--- config.mk ---
export PLATFORM = sky130hd
export DESIGN_NAME = aic_top
export DESIGN_NICKNAME = d
export VERILOG_FILES = /design/src/aic_pkg.sv /design/src/aic_span.sv /design/src/aic_top.sv
export SDC_FILE = /design/constraint.sdc
export NUM_CORES = 1
export LEC_CHECK = 0
export BUFFER_PORTS_ARGS = -buffer_cell sky130_fd_sc_hd__buf_2
export CAP_MARGIN = 20
export CORE_MARGIN = 2
export CORE_UTILIZATION = 34
export DETAILED_ROUTE_END_ITERATION = 8
export GPL_ROUTABILITY_DRIVEN = 0
export GPL_TIMING_DRIVEN = 0
export SYNTH_ARGS = -nofsm -noshare
export SYNTH_HDL_FRONTEND = slang
export SYNTH_SLANG_ARGS = --single-unit
--- constraint.sdc ---
create_clock -name REF_CLK -period 4.15 [get_ports REF_CLK]
set_input_delay 0.415 -clock REF_CLK [delete_from_list [all_inputs] [get_ports REF_CLK]]
set_output_delay 0.415 -clock REF_CLK [all_outputs]
set_load 0.005 [all_outputs]
--- src/aic_pkg.sv ---
// constants, field layouts and carrier types for the input configuration and channel select block
// assumes a single 10 MHz clock domain and an axi4-lite master on the register side
package aic_pkg;

    // register byte addresses
    localparam logic [3:0] ADDR_CONTROL = 4'h0;
    localparam logic [3:0] ADDR_STATUS  = 4'h4;

    // control register field positions
    localparam int CTRL_ADDR_LSB    = 0;  // channel_address_field, 3 bits
    localparam int CTRL_CFG0_BIT    = 3;  // input_config_bit0
    localparam int CTRL_CFG1_BIT    = 4;  // input_config_bit1
    localparam int CTRL_SHADOW_BIT  = 5;  // channel_list_select_bit
    localparam int CTRL_CYCLE_BIT   = 6;  // auto_cycle_bit
    localparam int CTRL_WIDTH       = 7;
    localparam logic [6:0] CTRL_RESET = 7'h00;

    // status register field positions
    localparam int STAT_POS_LSB     = 0;  // positive mux input, 3 bits
    localparam int STAT_NEG_LSB     = 3;  // negative mux input, 3 bits
    localparam int STAT_NEGGND_BIT  = 6;  // negative sample input tied to ground
    localparam int STAT_MODE_LSB    = 7;  // input config, 2 bits
    localparam int STAT_DIFF_BIT    = 9;  // fully differential conversion
    localparam int STAT_TRAD_BIT    = 10; // traditional multichannel active
    localparam int STAT_VALID_BIT   = 11; // selection fits the mode

    // converter resolutions
    localparam int RES_FULL = 12;  // 4096 codes
    localparam int RES_LOW  = 10;  // 1024 codes

    // axi response codes
    localparam logic [1:0] RESP_OKAY   = 2'h0;
    localparam logic [1:0] RESP_SLVERR = 2'h2;

    // input grouping, codes are {bit1, bit0}
    typedef enum logic [1:0] {
        MODE_SINGLE  = 2'h0,
        MODE_PSEUDO4 = 2'h1,
        MODE_DIFF4   = 2'h2,
        MODE_PSEUDO7 = 2'h3
    } aic_mode_type;

    // multiplexer steering word
    typedef struct packed {
        logic       valid;
        logic       trad;
        logic       diff;
        logic [1:0] mode;
        logic       neg_gnd;
        logic [2:0] neg_sel;
        logic [2:0] pos_sel;
    } aic_mux_type;

endpackage

--- src/aic_span.sv ---
// maps a signed differential sample onto an unsigned output code
// assumes the sample is already resolved to the chosen resolution
`timescale 1ns/1ps
module aic_span #(
    parameter int RES = 12
) (
    // clock and reset
    input  wire logic           clk,
    input  wire logic           rst,
    // sample in, two's complement of the difference
    input  wire logic [RES-1:0] diff_sample,
    input  wire logic           diff_mode,
    // code out
    output logic      [RES-1:0] code
);

    // offset by half scale so negative full span lands on zero code
    always_ff @(posedge clk) begin
        if (rst) begin
            code <= '0;
        end else if (diff_mode) begin
            code <= {~diff_sample[RES-1], diff_sample[RES-2:0]};
        end else begin
            code <= diff_sample;
        end
    end

endmodule

--- src/aic_top.sv ---
// input configuration and channel select with an axi4-lite register slave
// assumes one clock REF_CLK at 10 MHz, synchronous active high reset, host drives only valid axi traffic
`timescale 1ns/1ps
module aic_top #(
    parameter int RES = aic_pkg::RES_FULL
) (
    // clock and reset
    input  wire logic           REF_CLK,
    input  wire logic           RST,
    // axi4-lite write address and data
    input  wire logic [3:0]     S_AXI_AWADDR,
    input  wire logic           S_AXI_AWVALID,
    output logic                S_AXI_AWREADY,
    input  wire logic [31:0]    S_AXI_WDATA,
    input  wire logic [3:0]     S_AXI_WSTRB,
    input  wire logic           S_AXI_WVALID,
    output logic                S_AXI_WREADY,
    // axi4-lite write response
    output logic [1:0]          S_AXI_BRESP,
    output logic                S_AXI_BVALID,
    input  wire logic           S_AXI_BREADY,
    // axi4-lite read
    input  wire logic [3:0]     S_AXI_ARADDR,
    input  wire logic           S_AXI_ARVALID,
    output logic                S_AXI_ARREADY,
    output logic [31:0]         S_AXI_RDATA,
    output logic [1:0]          S_AXI_RRESP,
    output logic                S_AXI_RVALID,
    input  wire logic           S_AXI_RREADY,
    // conversion side
    input  wire logic           CONV_START,
    input  wire logic [RES-1:0] DIFF_SAMPLE,
    output logic [RES-1:0]      CODE,
    output logic [2:0]          MUX_POS,
    output logic [2:0]          MUX_NEG,
    output logic                NEG_TO_GROUND,
    output logic                DIFF_ACTIVE
);

    logic [aic_pkg::CTRL_WIDTH-1:0] control;
    logic                          aw_held;
    logic                          w_held;
    logic [3:0]                    aw_addr;
    logic [31:0]                   w_data;
    logic                          w_lane0;
    aic_pkg::aic_mux_type          next_mux;
    aic_pkg::aic_mux_type          mux;
    logic                          conv_start_meta;
    logic                          conv_start_sync;
    logic                          conv_start_last;
    logic [2:0]                    addr_field;
    aic_pkg::aic_mode_type         mode;
    logic                          trad;

    // write channel capture, address and data taken in either order
    always_ff @(posedge REF_CLK) begin
        if (RST) begin
            aw_held <= 1'b0;
            aw_addr <= 4'h0;
        end else if (S_AXI_AWVALID && S_AXI_AWREADY) begin
            aw_held <= 1'b1;
            aw_addr <= S_AXI_AWADDR;
        end else if (S_AXI_BVALID && S_AXI_BREADY) begin
            aw_held <= 1'b0;
        end
    end

    always_ff @(posedge REF_CLK) begin
        if (RST) begin
            w_held  <= 1'b0;
            w_data  <= 32'h0000_0000;
            w_lane0 <= 1'b0;
        end else if (S_AXI_WVALID && S_AXI_WREADY) begin
            w_held  <= 1'b1;
            w_data  <= S_AXI_WDATA;
            w_lane0 <= S_AXI_WSTRB[0];
        end else if (S_AXI_BVALID && S_AXI_BREADY) begin
            w_held <= 1'b0;
        end
    end

    // ready only while nothing of that channel is held and no response pending
    always_ff @(posedge REF_CLK) begin
        if (RST) begin
            S_AXI_AWREADY <= 1'b0;
            S_AXI_WREADY  <= 1'b0;
        end else begin
            S_AXI_AWREADY <= !aw_held && !(S_AXI_AWVALID && S_AXI_AWREADY) && !S_AXI_BVALID;
            S_AXI_WREADY  <= !w_held && !(S_AXI_WVALID && S_AXI_WREADY) && !S_AXI_BVALID;
        end
    end

    // control register write and write response
    always_ff @(posedge REF_CLK) begin
        if (RST) begin
            control      <= aic_pkg::CTRL_RESET;
            S_AXI_BVALID <= 1'b0;
            S_AXI_BRESP  <= aic_pkg::RESP_OKAY;
        end else if (S_AXI_BVALID) begin
            if (S_AXI_BREADY) begin
                S_AXI_BVALID <= 1'b0;
            end
        end else if (aw_held && w_held) begin
            S_AXI_BVALID <= 1'b1;
            if (aw_addr == aic_pkg::ADDR_CONTROL) begin
                // each write with strobe lane 0 set and the shadow and cycle bits clear replaces the address for the next conversion
                if (w_lane0) begin
                    control <= w_data[aic_pkg::CTRL_WIDTH-1:0];
                end
                S_AXI_BRESP <= aic_pkg::RESP_OKAY;
            end else if (aw_addr == aic_pkg::ADDR_STATUS) begin
                S_AXI_BRESP <= aic_pkg::RESP_OKAY; // read-only, write ignored
            end else begin
                S_AXI_BRESP <= aic_pkg::RESP_SLVERR;
            end
        end
    end

    // read channel, one cycle to answer
    always_ff @(posedge REF_CLK) begin
        if (RST) begin
            S_AXI_ARREADY <= 1'b0;
            S_AXI_RVALID  <= 1'b0;
            S_AXI_RDATA   <= 32'h0000_0000;
            S_AXI_RRESP   <= aic_pkg::RESP_OKAY;
        end else if (S_AXI_RVALID) begin
            S_AXI_ARREADY <= 1'b0;
            if (S_AXI_RREADY) begin
                S_AXI_RVALID <= 1'b0;
            end
        end else if (S_AXI_ARVALID && S_AXI_ARREADY) begin
            S_AXI_ARREADY <= 1'b0;
            S_AXI_RVALID  <= 1'b1;
            if (S_AXI_ARADDR == aic_pkg::ADDR_CONTROL) begin
                S_AXI_RDATA <= {25'h0000000, control};
                S_AXI_RRESP <= aic_pkg::RESP_OKAY;
            end else if (S_AXI_ARADDR == aic_pkg::ADDR_STATUS) begin
                S_AXI_RDATA <= {20'h00000, mux};
                S_AXI_RRESP <= aic_pkg::RESP_OKAY;
            end else begin
                S_AXI_RDATA <= 32'h0000_0000;
                S_AXI_RRESP <= aic_pkg::RESP_SLVERR;
            end
        end else begin
            S_AXI_ARREADY <= 1'b1;
        end
    end

    // conversion start comes from a pin, two flops before use
    always_ff @(posedge REF_CLK) begin
        if (RST) begin
            conv_start_meta <= 1'b0;
            conv_start_sync <= 1'b0;
            conv_start_last <= 1'b0;
        end else begin
            conv_start_meta <= CONV_START;
            conv_start_sync <= conv_start_meta;
            conv_start_last <= conv_start_sync;
        end
    end

    assign addr_field = control[aic_pkg::CTRL_ADDR_LSB +: 3];
    assign mode       = aic_pkg::aic_mode_type'({control[aic_pkg::CTRL_CFG1_BIT], control[aic_pkg::CTRL_CFG0_BIT]});
    // sequencer modes are outside this block; only both bits clear selects here
    assign trad       = !control[aic_pkg::CTRL_CYCLE_BIT] && !control[aic_pkg::CTRL_SHADOW_BIT];

    // decode address field against the grouping
    always_comb begin
        next_mux         = '0;
        next_mux.mode    = mode;
        next_mux.trad    = trad;
        next_mux.valid   = 1'b1;
        case (mode)
            aic_pkg::MODE_SINGLE: begin
                next_mux.pos_sel = addr_field;
                next_mux.neg_gnd = 1'b1;
            end
            aic_pkg::MODE_DIFF4: begin
                // pair index in the low two bits, the top bit is ignored
                next_mux.pos_sel = {addr_field[1:0], 1'b0};
                next_mux.neg_sel = {addr_field[1:0], 1'b1};
                next_mux.diff    = 1'b1;
            end
            aic_pkg::MODE_PSEUDO4: begin
                next_mux.pos_sel = {addr_field[1:0], 1'b0};
                next_mux.neg_sel = {addr_field[1:0], 1'b1};
            end
            aic_pkg::MODE_PSEUDO7: begin
                next_mux.pos_sel = addr_field;
                next_mux.neg_sel = 3'h7;
                next_mux.valid   = (addr_field != 3'h7);
            end
            default: begin
                next_mux.valid = 1'b0;
            end
        endcase
    end

    // steering is updated every cycle while trad is set, held while it is clear and frozen on a start edge
    // reset value matches the decode of the reset control word, so the pins show no glitch
    always_ff @(posedge REF_CLK) begin
        if (RST) begin
            mux <= '{valid: 1'b1, trad: 1'b1, diff: 1'b0, mode: 2'h0, neg_gnd: 1'b1, neg_sel: 3'h0, pos_sel: 3'h0};
        end else begin
            // the trad flag follows the sequencing bits even while the selection holds
            mux.trad <= trad;
            if (!(conv_start_sync && !conv_start_last) && trad) begin
                mux <= next_mux;
            end
        end
    end

    // pin outputs
    always_ff @(posedge REF_CLK) begin
        if (RST) begin
            MUX_POS       <= 3'h0;
            MUX_NEG       <= 3'h0;
            NEG_TO_GROUND <= 1'b1;
            DIFF_ACTIVE   <= 1'b0;
        end else begin
            MUX_POS       <= mux.pos_sel;
            MUX_NEG       <= mux.neg_sel;
            NEG_TO_GROUND <= mux.neg_gnd;
            DIFF_ACTIVE   <= mux.diff;
        end
    end

    aic_span #(
        .RES(RES)
    ) u_span (
        .clk         (REF_CLK),
        .rst         (RST),
        .diff_sample (DIFF_SAMPLE),
        .diff_mode   (mux.diff),
        .code        (CODE)
    );

endmodule

### Word-level counts from Yosys, hierarchy flattened

Cells that the tools add are included.

| storage, ports and cells | value |
|---|---|
| register bits | 97 |
| latch bits | 0 |
| bits in writable memories | 0 |
| ROM bits | 0 |
| bits of input ports | 64 |
| memories kept | 0 |

| cells by class | value |
|---|---|
| $add $sub $neg | 0 |
| multiply operators | 0 |
| div/mod/pow operators | 0 |
| magnitude comparators | 0 |
| equality and inequality tests | 6 |
| shift-type cells | 0 |
| muxes and demuxes | 22 |
| bitwise logic cells | 3 |
| reduce and logical (&&, ||, !) cells | 32 |

Operators by type and width:

| operator | number |
|---|---|
| $mux 12 | 3 |
| $mux 1 | 13 |
| $logic_and 1x1->1 | 12 |
| $pmux 3 s2 | 2 |
| $logic_not 1->1 | 9 |
| $eq 4x3->1 const B | 2 |
| $logic_not 4->1 | 2 |
| $mux 2 | 4 |
| $reduce_or 2->1 | 3 |
| $eq 2x2->1 const B | 2 |
| $reduce_and 2->1 | 2 |
| $reduce_and 4->1 | 1 |
| $reduce_bool 2->1 | 2 |
| $ne 3x3->1 const B | 1 |
| $not 1->1 | 3 |
| $eq 2x1->1 const B | 1 |
| $logic_not 2->1 | 1 |

### Logic depth before layout (Yosys ltp)

| depth | value |
|---|---|
| depth after elaboration | 4 |
| mapped depth | 4 |

### By module

Synthesis repeated with hierarchy kept, for this count alone.

| unflattened totals | value |
|---|---|
| cells, all modules | 291 |
| area, all modules | 2952.8 um2 |

By module, submodules not included:

| module | instances | cells each | area each (um2) | seq. area each (um2) |
|---|---|---|---|---|
| aic_top | 1 | 265 | 2575.0 | 1261.2 |
| aic_span | 1 | 26 | 377.9 | 240.2 |

### Worst setup path before layout

Ideal clock, no wire load.

| path | value |
|---|---|
| path type | input port to flip-flop |
| start | input port S_AXI_ARADDR[1] |
| end | register S_AXI_RDATA[0] |
| data arrival time | 1.383 ns |
| path slack | 2.698 ns |
| cell stages on the path | 4 |
| path buffers | 1 |
| path through | or3_4 -> or3_1 -> buf_6 -> o2bb2ai_2 |

| on the way | value |
|---|---|
| cells in the longest elaborated chain, start to end | 3 |

RTL lines:

| what | line | text |
|---|---|---|
| from (decl) | aic_top.sv:23 | `input wire logic [3:0] S_AXI_ARADDR,` |
| $eq 4x3->1 | aic_top.sv:137 | `end else if (S_AXI_ARADDR == aic_pkg::ADDR_STATUS) begin` |
| $mux 12 | aic_top.sv:137 |  |
| $mux 12 * | aic_top.sv:134 | `if (S_AXI_ARADDR == aic_pkg::ADDR_CONTROL) begin` |
| to (signal assigned) | aic_top.sv:135 | `S_AXI_RDATA <= {25'h0000000, control};` |
| to (signal assigned) | aic_top.sv:138 | `S_AXI_RDATA <= {20'h00000, mux};` |
| to (decl) | aic_top.sv:26 | `output logic [31:0] S_AXI_RDATA,` |

Every way passes the cells marked *; elsewhere a longest branch is shown, timed or not.
A chain may end at the register's enable or synchronous reset.

### Final worst setup path

| path | value |
|---|---|
| start | register conv_start_last |
| end | register mux[5] (netlist name) |

| on the way | value |
|---|---|
| cells in the longest elaborated chain, start to end | 4 |

RTL lines:

| what | line | text |
|---|---|---|
| from (decl) | aic_top.sv:50 | `logic conv_start_last;` |
| from (signal assigned) | aic_top.sv:158 | `conv_start_last <= conv_start_sync;` |
| $logic_not 1->1 | aic_top.sv:207 | `if (!(conv_start_sync && !conv_start_last) && trad) begin` |
| $logic_and 1x1->1 | aic_top.sv:207 |  |
| $logic_not 1->1 | aic_top.sv:207 |  |
| $logic_and 1x1->1 | aic_top.sv:207 |  |
| to (signal assigned) | aic_top.sv:203 | `mux <= '{valid: 1'b1, trad: 1'b1, diff: 1'b0, mode: 2'h0, neg_gnd: 1'b1, neg_sel: 3'h0, pos_sel: 3'h0};` |
| to (signal assigned) | aic_top.sv:208 | `mux <= next_mux;` |
| to (decl) | aic_top.sv:47 | `aic_pkg::aic_mux_type mux;` |

No other way between the ends.

==> results.txt <==
- For this run, the detailed router's first-pass iteration total came to 4.
- Entering global routing, the biggest net connects 13 pins.
* Ys async rst share: 0
- Total global routing overflow: 0
* Initial antenna violation count: 0
- Starting DRT DRC Count: 66
* Critical path's slowest cell: o41ai_1
- MaxCap Viol Count: 0
* Setup violators final: 0
- Hold Fails Final Rpt: 0
- In this run the core area contains 33 standard-cell rows.
* Mean cell area of the mapped netlist: about 10 um^2
- VDD sags by at most between 0.2 and 0.25 mV.
- Top flip-flop cell by instance count after synthesis: dfxtp_1
- For this block, the routed nets add up to approximately 6.4 mm of wire.
- DRT antenna net count: 0
* Worst Max-Slew Pin Slew: between 0.6 and 0.7 ns
* Tmin final: around 1.5 ns
- For this design the ratio of total power to cell area is 403.0 nW/um^2.
- Leakage dissipation: roughly 1.6 nW
* Number of inserted diodes: 0
* Crit-path max cell delay: 0.36 ns
- Die W: around 97 um
* Cell area after layout: ~3700 um^2
- Total Die Area: between 9000 and 10,000 um^2
- Clock-pin slew was measured on the worst setup and hold paths at ~0.08 ns.
- # DRC: 0
* Effective utilization at floorplan: 0.3529
* WS Path Type: reg2reg
* Floorplan die height: between 90 and 100 um
* Status: complete, no violations
- Of the post-synthesis cell area, the dominant cell type holds 0.5152.
- In the final layout, the share of cells above drive strength 1 is 0.3190.
- Timing would allow up to 685.1 MHz.
- CTS placed an instance of clkbuf_8 at the clock tree root.
* Gates resized, CTS repair: 0
* Fin nets: between 400 and 500
* First-pass GRT wire length: around 10 mm
* Average vias per placed instance: 4.448
- Number of flops mapped to enable cells by yosys: 0
- Worst path arrival time: roughly 1.7 ns
- Yosys printed 0 warnings.
- Total number of H-tree levels: 3
- By area the synthesized netlist is led by dfxtp_1, buf_4, mux2i_1.
- After detailed routing, the average wire length per cell comes to between 10 and 15 um.
- The area growth from synthesis to layout is 27.39%.
- Maximum fanout count along the critical path: 10
- The HPWL after detailed placement is between 4 and 5 mm.
- After floorplanning, the core was sized to cover between 8000 and 9000 um^2.
- Total placed instance area: between 3000 and 4000 um^2
* Crit path cell chain: nand2b_1 -> clkbuf_1 -> nand2_1 -> o41ai_1
- Setup repair after global routing left no endpoint under its margin.
- Number of setup buffers added after CTS: 0
- Headroom to the max-slew limit came out at 0.5930.
- Endpoint type of the worst setup path: flip-flop
- Port Buffers: between 70 and 80
- Inserted Clock Buffers: 9
- The via count of the first global-routing pass was between 2,000 and 2,500.
- Summed over all instances, the cell type with the most area after synthesis is dfxtp_1.
- Worst-case clock buffer depth: 2
- Final Skew: about 0.0087 ns
- Share of synthesized area occupied by flip-flops and latches: 0.5152
- Counting every instance in the synthesized netlist gives between 200 and 300.
* Syn Std Cell Area: slightly below 3000 um^2
- The worst setup path is launched from a flip-flop.
* WP data required: 4.39 ns
- Clock network latency to the later pin of the worst-skew pair: 0.35 ns
* Total vias in the final route: roughly 2,200
- After clock tree synthesis, the flow added hold-fix buffers numbering 0.
* Hold Crit Class: in2reg
- Total track usage: 0.1453
- During I/O placement, the number of pins put on the boundary was ~130.
* Synthesized flop and latch total: 75
- CTS tree: built
* Post-synthesis cell type count: 40
- Dividing the final minimum period by the clock period gives 0.3517.
- Adding up every negative setup slack in the final design gives 0 ns.
- The count of final max-slew check failures is 0.
- Clock tree synthesis found a total of 75 sinks.
[routing by layer]
| layer | GRT usage | part of all wire | vias up |
|---|---|---|---|
| met5 | 0 | 0 | - |
| met4 | 0.06103 | 0.018 | 0 |
| met3 | 0.05663 | 0.067 | 12 |
| met2 | 0.2245 | 0.46 | 70 |
| met1 | 0.1809 | 0.46 | 996 |
| li1 | - | - | 1146 |
[worst paths after layout]
| kind | start | endpoint | slack (ns) | cells after the start |
|---|---|---|---|---|
| setup / recovery | conv_start_last | mux[5] | 2.69 | 4 |
| hold reg to reg | conv_start_meta | conv_start_sync | 0.44 | 1 |
| setup reg to reg | conv_start_last | mux[5] | 2.69 | 4 |
| hold / removal | DIFF_SAMPLE[5] | u_span.code[5] | 0.27 | 2 |
[layout make-up]
cell class              instances  area, um^2
clock inverters                 4       72.57
well taps                     105       131.4
fillers                       824        4546
plain buffers                  37       235.2
repair buffers                 72       360.3
inverters                       2       7.507
multi-input cells             193        1249
flip-flops and latches         75        1501
clock buffers                  12       155.1
[registers in the layout, indices dropped and copies added, names as in the netlist, 3 cells and up]
signal,count
mux,12
MUX_POS,3
control,7
w_data,7
aw_addr,4
S_AXI_RDATA,12
MUX_NEG,3
u_span.code,12
[critical path: cells and delay by family, from the launching register on]
kind / cells / cell delay, ns
flops: 1 / 0.33
simple gates: 2 / 0.31
buf+inv: 1 / 0.35
compound gates: 1 / 0.36
[through the flow]
stage | power, W | worst slack [ns] | cells | hold slack [ns] | utilization
after floorplan | 0.0008373 | 2.699 | 307 | 0.4138 | -
after global placement | 0.0008786 | 2.340 | 484 | 0.4241 | 0.4220
after detailed placement | 0.0008812 | 2.301 | 484 | 0.4282 | 0.4220
after CTS | 0.001515 | 2.652 | 500 | 0.2554 | 0.4495
after global routing | 0.001564 | 2.582 | 500 | 0.2626 | 0.4495
final | 0.001496 | 2.690 | 500 | 0.2722 | 0.4495
[report_power, final]
part / switching (W) / internal [W] / leakage, nW
Combinational: 0.0000571 / 0.0000553 / 0.894
Sequential: 0.0000113 / 0.000740 / 0.611
Clock: 0.000261 / 0.000371 / 0.113
Total: 0.000329 / 0.00117 / 1.62
[placed cells by master (no fill, tap or decap), types with 4 or more instances in the layout]
| master | n |
|---|---|
| buf_2 | 74 |
| a22o_1 | 5 |
| clkbuf_8 | 11 |
| a211oi_1 | 4 |
| buf_4 | 23 |
| dfxtp_1 | 75 |
| nand2_1 | 25 |
| o21ai_1 | 6 |
| clkbuf_1 | 11 |
| nand2b_1 | 18 |
| ha_1 | 4 |
| nand3_1 | 7 |
| conb_1 | 22 |
| a21oi_1 | 25 |
| nor2b_1 | 22 |
| nor2_1 | 7 |
| mux2i_1 | 17 |
| o2bb2ai_2 | 7 |
[cells by family (layout without fill, tap and decap cells)]
family	after synthesis	in the layout	synth area share
AND/OR/NAND/NOR	97	97	0.1919
multiplexers	17	17	0.05839
buffers and inverters	39	127	0.08330
XOR/XNOR	1	1	0.003006
other	1	22	0.001287
adder cells (fa/ha/maj)	4	4	0.01718
flip-flops	75	75	0.5152
AO/OA/AOI/OAI	52	52	0.1297
[Yosys cell counts, drive strengths merged (5+ instances only)]
cell type,instances
nor2,8
clkbuf,10
o21ai,6
o2bb2ai,7
nand2,25
nor2b,22
a22o,5
buf,27
dfxtp,75
mux2i,17
nand3,7
nand2b,18
a21oi,25
Note: power is estimated with default switching activity, not from simulation.
